--- src/core/agst_pkg.sv ---
// Constants and carrier types of the target status and command bank.
// Assumes a 200 MHz core clock and an APB register slave.
//
// Behaviour
// - Status bits 31:24 are read-only, low six bits mirror the control queue depth, top bits zero, reset 1Fh.
// - The queue depth can only be 32, 16, 8, 4, 2 or 1 requests.
// - Status bit 9 always reads one to advertise side-band addressing.
// - Status bits 1:0 always read 11b for 1x and 2x on both buses.
// - Command bit 9 is a read/write side-band enable, reset to zero.
// - With command bit 8 clear every AGP operation, sync included, is ignored, except the rest of a 1x side-band command in flight; it resets to zero.
// - Operations queued while enabled are completed after the enable is cleared.
// - A side-band command partway through delivery in 1x mode is completed if the enable falls.
// - With the enable set, requests queued over the pipe method are accepted.
// - Side-band requests are served only when both enable bits are one, or to finish a 1x side-band command in flight.
// - The chosen rate applies to both AD and side-band transfers.
package agst_pkg;

  localparam logic [7:0]  AGST_STATUS_OFS  = 8'hA4;
  localparam logic [7:0]  AGST_COMMAND_OFS = 8'hA8;
  localparam logic [7:0]  AGST_CONTROL_OFS = 8'hB0;

  localparam logic [31:0] AGST_STATUS_RST  = 32'h1F000203;
  localparam logic [31:0] AGST_COMMAND_RST = 32'h00000000;
  localparam logic [31:0] AGST_CONTROL_RST = 32'h00000000;

  localparam int          AGST_DEPTH_LSB   = 24;
  localparam int          AGST_SBA_SUP_BIT = 9;
  localparam int          AGST_SBA_EN_BIT  = 9;
  localparam int          AGST_AGP_EN_BIT  = 8;
  localparam int          AGST_CTL_Q_LSB   = 10;

  localparam logic [5:0]  AGST_DEPTH_RST   = 6'h1F;
  localparam logic [1:0]  AGST_RATES_SUP   = 2'h3;
  localparam logic [1:0]  AGST_RATE_1X     = 2'h1;
  localparam logic [1:0]  AGST_RATE_2X     = 2'h2;
  localparam logic [31:0] AGST_CMD_WMASK   = 32'h00000303;
  localparam logic [31:0] AGST_CTL_WMASK   = 32'h00001C00;

  // Queue depth select codes
  typedef enum logic [2:0] {
    AGST_Q32 = 3'h0,
    AGST_Q16 = 3'h1,
    AGST_Q8  = 3'h2,
    AGST_Q4  = 3'h3,
    AGST_Q2  = 3'h4,
    AGST_Q1  = 3'h5
  } agst_qsel_e;

  typedef struct packed {
    logic        psel;
    logic        penable;
    logic        pwrite;
    logic [7:0]  paddr;
    logic [31:0] pwdata;
  } agst_apb_req_s;

  typedef struct packed {
    logic        valid;
    logic        is_sba;
    logic        is_sync;
    logic        sba_last;
  } agst_op_s;

  typedef struct packed {
    logic [31:0] command;
    logic [2:0]  qsel;
    logic        sba_busy;
    logic [31:0] prdata;
  } agst_state_s;

endpackage

--- src/core/agst_bank.sv ---
// Target status and command registers with operation gating.
// Assumes APB from configuration software and a single core clock.
`timescale 1ns/1ps
`default_nettype none
module agst_bank (
  input  wire logic                  sys_clk_i,    // Core clock
  input  wire logic                  rst_n_i,      // Async reset, low
  input  wire agst_pkg::agst_apb_req_s apb_i,      // APB request
  output logic [31:0]                prdata_o,     // APB read data
  output logic                       pready_o,     // APB ready
  output logic                       pslverr_o,    // APB error
  input  wire agst_pkg::agst_op_s    op_i,         // Incoming AGP op
  output logic                       op_accept_o,  // Op taken into queue
  output logic                       sync_ack_o,   // Sync cycle honoured
  output logic                       agp_en_o,     // Command bit 8
  output logic                       sba_en_o,     // Command bit 9
  output logic [1:0]                 rate_o,       // Rate select 1x/2x
  output logic [5:0]                 queue_depth_o // Max outstanding - 1
);

  agst_pkg::agst_state_s st_r, st_nxt;

  // -----------------------------
  // Decode helpers
  // -----------------------------
  function automatic logic [5:0] depth_of(input logic [2:0] q);
    case (q)
      agst_pkg::AGST_Q32: depth_of = agst_pkg::AGST_DEPTH_RST;
      agst_pkg::AGST_Q16: depth_of = 6'h0F;
      agst_pkg::AGST_Q8:  depth_of = 6'h07;
      agst_pkg::AGST_Q4:  depth_of = 6'h03;
      agst_pkg::AGST_Q2:  depth_of = 6'h01;
      agst_pkg::AGST_Q1:  depth_of = 6'h00;
      default:            depth_of = agst_pkg::AGST_DEPTH_RST;
    endcase
  endfunction

  function automatic logic [31:0] status_word(input logic [2:0] q);
    status_word = '0;
    status_word[agst_pkg::AGST_DEPTH_LSB +: 6] = depth_of(q);
    status_word[agst_pkg::AGST_SBA_SUP_BIT] = 1'b1;
    status_word[1:0] = agst_pkg::AGST_RATES_SUP;
  endfunction

  logic        wr_acc;
  logic        rd_acc;
  logic        agp_en;
  logic        sba_en;
  logic [2:0]  q_wr;
  assign wr_acc = apb_i.psel & apb_i.penable & apb_i.pwrite;
  assign rd_acc = apb_i.psel & ~apb_i.penable & ~apb_i.pwrite;
  assign agp_en = st_r.command[agst_pkg::AGST_AGP_EN_BIT];
  assign sba_en = st_r.command[agst_pkg::AGST_SBA_EN_BIT];
  assign q_wr   = apb_i.pwdata[agst_pkg::AGST_CTL_Q_LSB +: 3];

  // -----------------------------
  // Next state
  // -----------------------------
  always_comb begin
    st_nxt = st_r;
    if (wr_acc) begin
      case (apb_i.paddr)
        agst_pkg::AGST_COMMAND_OFS:
          st_nxt.command = apb_i.pwdata & agst_pkg::AGST_CMD_WMASK;
        agst_pkg::AGST_CONTROL_OFS:
          if (q_wr <= agst_pkg::AGST_Q1) begin
            st_nxt.qsel = q_wr;
          end
        default: ;
      endcase
    end
    // 1x side-band command in flight survives an enable drop
    // Only a command that was actually accepted may open a 1x run
    if (op_i.valid && op_i.is_sba && ((agp_en && sba_en) || st_r.sba_busy)) begin
      st_nxt.sba_busy = ~op_i.sba_last &
                        (st_r.command[1:0] == agst_pkg::AGST_RATE_1X);
    end
    if (rd_acc) begin
      case (apb_i.paddr)
        agst_pkg::AGST_STATUS_OFS:  st_nxt.prdata = status_word(st_r.qsel);
        agst_pkg::AGST_COMMAND_OFS: st_nxt.prdata = st_r.command;
        agst_pkg::AGST_CONTROL_OFS:
          st_nxt.prdata = {19'h0, st_r.qsel, 10'h0};
        default:                    st_nxt.prdata = '0;
      endcase
    end
  end

  always_ff @(posedge sys_clk_i or negedge rst_n_i) begin
    if (!rst_n_i) begin
      st_r.command  <= agst_pkg::AGST_COMMAND_RST;
      st_r.qsel     <= agst_pkg::AGST_Q32;
      st_r.sba_busy <= 1'b0;
      st_r.prdata   <= '0;
    end else begin
      st_r <= st_nxt;
    end
  end

  // -----------------------------
  // Operation gating
  // -----------------------------
  // Queued ops are served downstream regardless of later enable changes;
  // only acceptance into the queue and the sync acknowledge are gated here.
  always_comb begin
    op_accept_o = 1'b0;
    sync_ack_o  = 1'b0;
    if (op_i.valid) begin
      if (op_i.is_sba) begin
        op_accept_o = (agp_en & sba_en) | st_r.sba_busy;
      end else begin
        op_accept_o = agp_en;
      end
      sync_ack_o = op_i.is_sync & agp_en;
    end
  end

  assign agp_en_o      = agp_en;
  assign sba_en_o      = sba_en;
  assign rate_o        = st_r.command[1:0];
  assign queue_depth_o = depth_of(st_r.qsel);
  assign prdata_o      = st_r.prdata;
  assign pready_o      = 1'b1;
  assign pslverr_o     = 1'b0;

  // -----------------------------
  // Checks
  // -----------------------------
  status_fixed_a: assert property (@(posedge sys_clk_i) disable iff (!rst_n_i)
    rd_acc && apb_i.paddr == agst_pkg::AGST_STATUS_OFS |=>
      prdata_o[9] && prdata_o[1:0] == 2'h3 && prdata_o[23:10] == '0)
    else $error("status fixed bits wrong");
  depth_top_a: assert property (@(posedge sys_clk_i) disable iff (!rst_n_i)
    rd_acc && apb_i.paddr == agst_pkg::AGST_STATUS_OFS |=>
      prdata_o[31:30] == 2'h0 && prdata_o[29:24] == queue_depth_o)
    else $error("depth field wrong");
  depth_legal_a: assert property (@(posedge sys_clk_i) disable iff (!rst_n_i)
    queue_depth_o inside {6'h1F, 6'h0F, 6'h07, 6'h03, 6'h01, 6'h00})
    else $error("illegal queue depth");
  sba_write_a: assert property (@(posedge sys_clk_i) disable iff (!rst_n_i)
    wr_acc && apb_i.paddr == agst_pkg::AGST_COMMAND_OFS |=>
      sba_en_o == $past(apb_i.pwdata[9]))
    else $error("side-band enable not written");
  gate_off_a: assert property (@(posedge sys_clk_i) disable iff (!rst_n_i)
    !agp_en_o && !st_r.sba_busy |-> !op_accept_o && !sync_ack_o)
    else $error("op taken while disabled");
  pipe_on_a: assert property (@(posedge sys_clk_i) disable iff (!rst_n_i)
    agp_en_o && op_i.valid && !op_i.is_sba |-> op_accept_o)
    else $error("pipe op refused");
  sba_gate_a: assert property (@(posedge sys_clk_i) disable iff (!rst_n_i)
    op_i.valid && op_i.is_sba && !st_r.sba_busy |->
      op_accept_o == (agp_en_o && sba_en_o))
    else $error("side-band gating wrong");
  resv_zero_a: assert property (@(posedge sys_clk_i) disable iff (!rst_n_i)
    st_r.command[31:10] == '0 && st_r.command[7:2] == '0)
    else $error("reserved command bits set");
  sba_hold_a: assert property (@(posedge sys_clk_i) disable iff (!rst_n_i)
    op_i.valid && op_i.is_sba && st_r.sba_busy |-> op_accept_o)
    else $error("side-band command cut short");
  busy_start_a: assert property (@(posedge sys_clk_i) disable iff (!rst_n_i)
    !st_r.sba_busy && !(agp_en_o && sba_en_o) |=> !st_r.sba_busy)
    else $error("side-band run opened while gated");
  rate_port_a: assert property (@(posedge sys_clk_i) disable iff (!rst_n_i)
    rate_o == st_r.command[1:0])
    else $error("rate port differs from command");

endmodule // agst_bank
`default_nettype wire

--- config.mk ---
export PLATFORM = sky130hd
export DESIGN_NAME = agst_bank
export DESIGN_NICKNAME = d
export VERILOG_FILES = /design/src/core/agst_pkg.sv /design/src/core/agst_bank.sv
export SDC_FILE = /design/constraint.sdc
export NUM_CORES = 1
export LEC_CHECK = 0
export BUFFER_PORTS_ARGS = -buffer_cell sky130_fd_sc_hd__buf_2
export CORE_MARGIN = 2
export CORE_UTILIZATION = 40
export DETAILED_ROUTE_END_ITERATION = 10
export PLACE_DENSITY = 0.83
export SYNTH_ARGS = -nofsm -noshare
export SYNTH_HDL_FRONTEND = slang
export SYNTH_SLANG_ARGS = --single-unit
--- constraint.sdc ---
create_clock -name sys_clk_i -period 3 [get_ports sys_clk_i]
set_input_delay 0.6 -clock sys_clk_i [delete_from_list [all_inputs] [get_ports sys_clk_i]]
set_output_delay 0.6 -clock sys_clk_i [all_outputs]
set_load 0.01 [all_outputs]
==> results.md <==
* Outcome: complete, no violations
* Yosys top cell by area: dfrtp_1
* IO buf count at 46
* Largest net degree at the start of global routing at 21
* Vias per cell at 4.460
* Std-Cell Rows at 20
* Worst r2r src: st_r[34]$_DFFE_PN0P_
* ANT cells at 0
* Comb power frac at 0.119
* Synth Cell Area at 1296 um^2
* Sw power at 118.2 uW
* Reg area at 500.5 um^2
* Total grt overflow at 0
* Clock Sinks at 20
* Register area share after synthesis at 0.3861
* GR Util met2 at 0.1951
* Pre-Repair DR Iteration Count at 4
* Int Pwr at 365.0 uW
* Critical Path Start Type: flop
* Crit path DAT at 1.55 ns
* Clock power share at 0.315
* Yosys warning count at 0
* FF-to-FF setup slack at 1.59 ns
* Register clock-pin slew on the reported worst setup and hold paths at 0.11 ns
* NumNets Final at 219
* Tightest Pin Transition at 0.5739 ns
* Starting Density at 0.4211
* H-Tree Depth at 1
* Die width at 60.93 um
* Multi-input logic area at 566.8 um^2
* Crit path from: st_r[34]$_DFFE_PN0P_
* Final period util at 0.7180
* Post-synth top area share at 0.3861
* Leakage at 0.0007587 uW
* Synthesis-stage register bit count at 20
* TritonCTS clock tree: done
* Final WL at 2288 um
* Initial antenna violation count at 0
* Critical Path End Type: primary output
* Max-slew violations at 0
* RSZ-0062 raised after global routing: no
* DRC viols at 0
* Routed WL per cell at 10.84 um
* Total Routing Usage GR at 0.1258
* Synth area leaders: dfrtp_1 39%, buf_4 21%, mux2_1 4.3%
* Setup TNS at 0 ns
* Kind of critical path: reg -> out
* # Max-Cap Violations at 0
* CP Max Fanout at 5
* Skew final at 0.001705 ns
* Hold crit path type: in -> async
* # resized after CTS at 0
* Die H at 60.93 um
* Hpwl dp at 1914 um
* ANT nets after route at 0
* Final Setup Violations at 0
* Gpl congestion at 0.7481
* Syn avg cell area at 9.602 um^2
* Critical R2R Capture: prdata_o[24]$_DFFE_PN0P_
* Vias in the first global route at 835
* Global routing usage on met1 at 0.1810
* VDD IR-drop max at 0.1638 mV
* Die Area at 3712 um^2
* 1st-iter DRT viols at 12
* Post-Synthesis Cells at 135
* Setup Buffers After CTS at 0
* Worst EP required at 2.40 ns
* R2R depth at 5
* Root buffer cell: clkbuf_4
* TritonCTS Buffers at 3
* Number of fill cells at 320
* Post-CTS Hold Fix Bufs at 0
* Peak Freq at 464.2 MHz
* Worst skew pair latency at 0.29 ns
* Final Hold Fails at 0
* Tmin final at 2.154 ns
* Slew HR at 0.6174
* End point of the critical path: queue_depth_o[0]
* Io pins at 95
* Ratio of cells with drive above 1 in the final layout at 0.3234
* Tot Pwr at 483.2 uW
* Via count at 941
* CTS max path bufs at 2
* Hold Worst Slack at 0.2252 ns
* Met3 usage at 0.02132
* First-pass GRT wire length at 3594 um
* Busiest grt layer: met2
* Sequential Power Share at 0.566
* Switching share of power at 0.2447
* Area Growth Syn to Fin at 8.880%
* CORE AREA at 3078 um^2
* Synth cell types at 35
* Power per Cell Area at 342.4 nW/um^2
-- cell usage in the layout (no fill, tap or decap), drive strengths merged, types with 2 or more instances in the layout --
master / n
and4bb: 2
conb: 23
buf: 46
clkbuf: 4
nand2: 14
xnor2: 2
nand3: 2
a41o: 2
inv: 6
dfrtp: 20
a21oi: 4
o21ai: 8
mux2: 5
and2: 2
o31ai: 4
nor2: 3
nor3b: 2
or3b: 2
ha: 2
-- how the worst min path moves through the flow --
stage                     slack [ns]                      from  cells after the start                        to
after floorplan                 0.30                   rst_n_i                      0      agp_en_o$_DFFE_PN0P_
after global placement          0.46  prdata_o[25]$_DFFE_PN0P_                      2  prdata_o[25]$_DFFE_PN0P_
after detailed placement        0.47  prdata_o[11]$_DFFE_PN0P_                      2  prdata_o[11]$_DFFE_PN0P_
after CTS                       0.24                   rst_n_i                      1  prdata_o[28]$_DFFE_PN0P_
after global routing            0.26                   rst_n_i                      1  prdata_o[28]$_DFFE_PN0P_
final                           0.23                   rst_n_i                      1  prdata_o[28]$_DFFE_PN0P_
-- logic make-up (layout without fill, tap and decap cells) --
family                     count (synthesis)  after routing  synth area share
buffers and inverters                     45             56            0.2375
and+or+nand+nor                           35             35            0.1680
AOI/OAI and AO/OA                         24             24            0.1265
DFF                                       20             20            0.3861
muxes                                      5              5           0.04343
adders and majority gates                  2              2           0.01930
other                                      2             23          0.005794
xor gates and xnor gates                   2              2           0.01352
-- layout make-up --
cell class	instances	share of cell area
well taps	44	0.03901
flip-flops and latches	20	0.3546
clock buffers	4	0.02571
multi-input cells	91	0.4016
inverters	6	0.01596
repair buffers	46	0.1631
-- synth_stat cells, drive strengths merged --
cell / n
a2111oi: 1
a21boi: 1
a21oi: 4
a31oi: 1
a41o: 2
a41oi: 1
and2: 2
and3: 1
and4bb: 2
buf: 37
clkbuf: 2
conb: 2
dfrtp: 20
ha: 2
inv: 6
mux2: 5
nand2: 14
nand3: 2
nand3b: 1
nor2: 3
nor3b: 2
nor4: 1
nor4b: 1
o21a: 1
o21ai: 8
o31ai: 4
o41ai: 1
or2: 1
or3b: 2
or4: 1
or4b: 1
or4bb: 1
xnor2: 2
-- power groups by stage --
stage          Clock, uW  Sequential (uW)  Combinational, uW
5_1_grt              163              274               66.5
3_3_place_gp           0              279               56.6
2_1_floorplan          0              278               52.3
3_5_place_dp           0              279               57.5
6_report             152              273               57.6
4_1_cts              154              273               57.7
-- critical path, stage by stage (launching register included) --
cell	delay (ns)
dfrtp_1	0.44
inv_1	0.11
ha_1	0.33
nor2_1	0.12
o21ai_1	0.10
buf_2	0.15
-- flip-flops by register name, summed over array words and instances (netlist names) --
register	count
prdata_o	12
st_r	4
rate_o	2
agp_en_o	1
sba_en_o	1
-- stage by stage --
stage	std cells	utilization	cell area (um^2)	setup WS [ns]
after floorplan	156	-	1375	1.104
after global placement	207	0.4467	1375	0.9528
after detailed placement	207	0.4467	1375	0.9410
after CTS	211	0.4585	1411	0.8424
after global routing	211	0.4585	1411	0.7448
final	211	0.4585	1411	0.8459
-- per-layer routing --
| metal | routed length (um) | vias up |
|---|---|---|
| li1 | - | 472 |
| met1 | 1036 | 430 |
| met2 | 1049 | 37 |
| met3 | 183 | 2 |
| met4 | 19 | 0 |
| met5 | 0 | - |
Power figures use the tool's default switching activity.
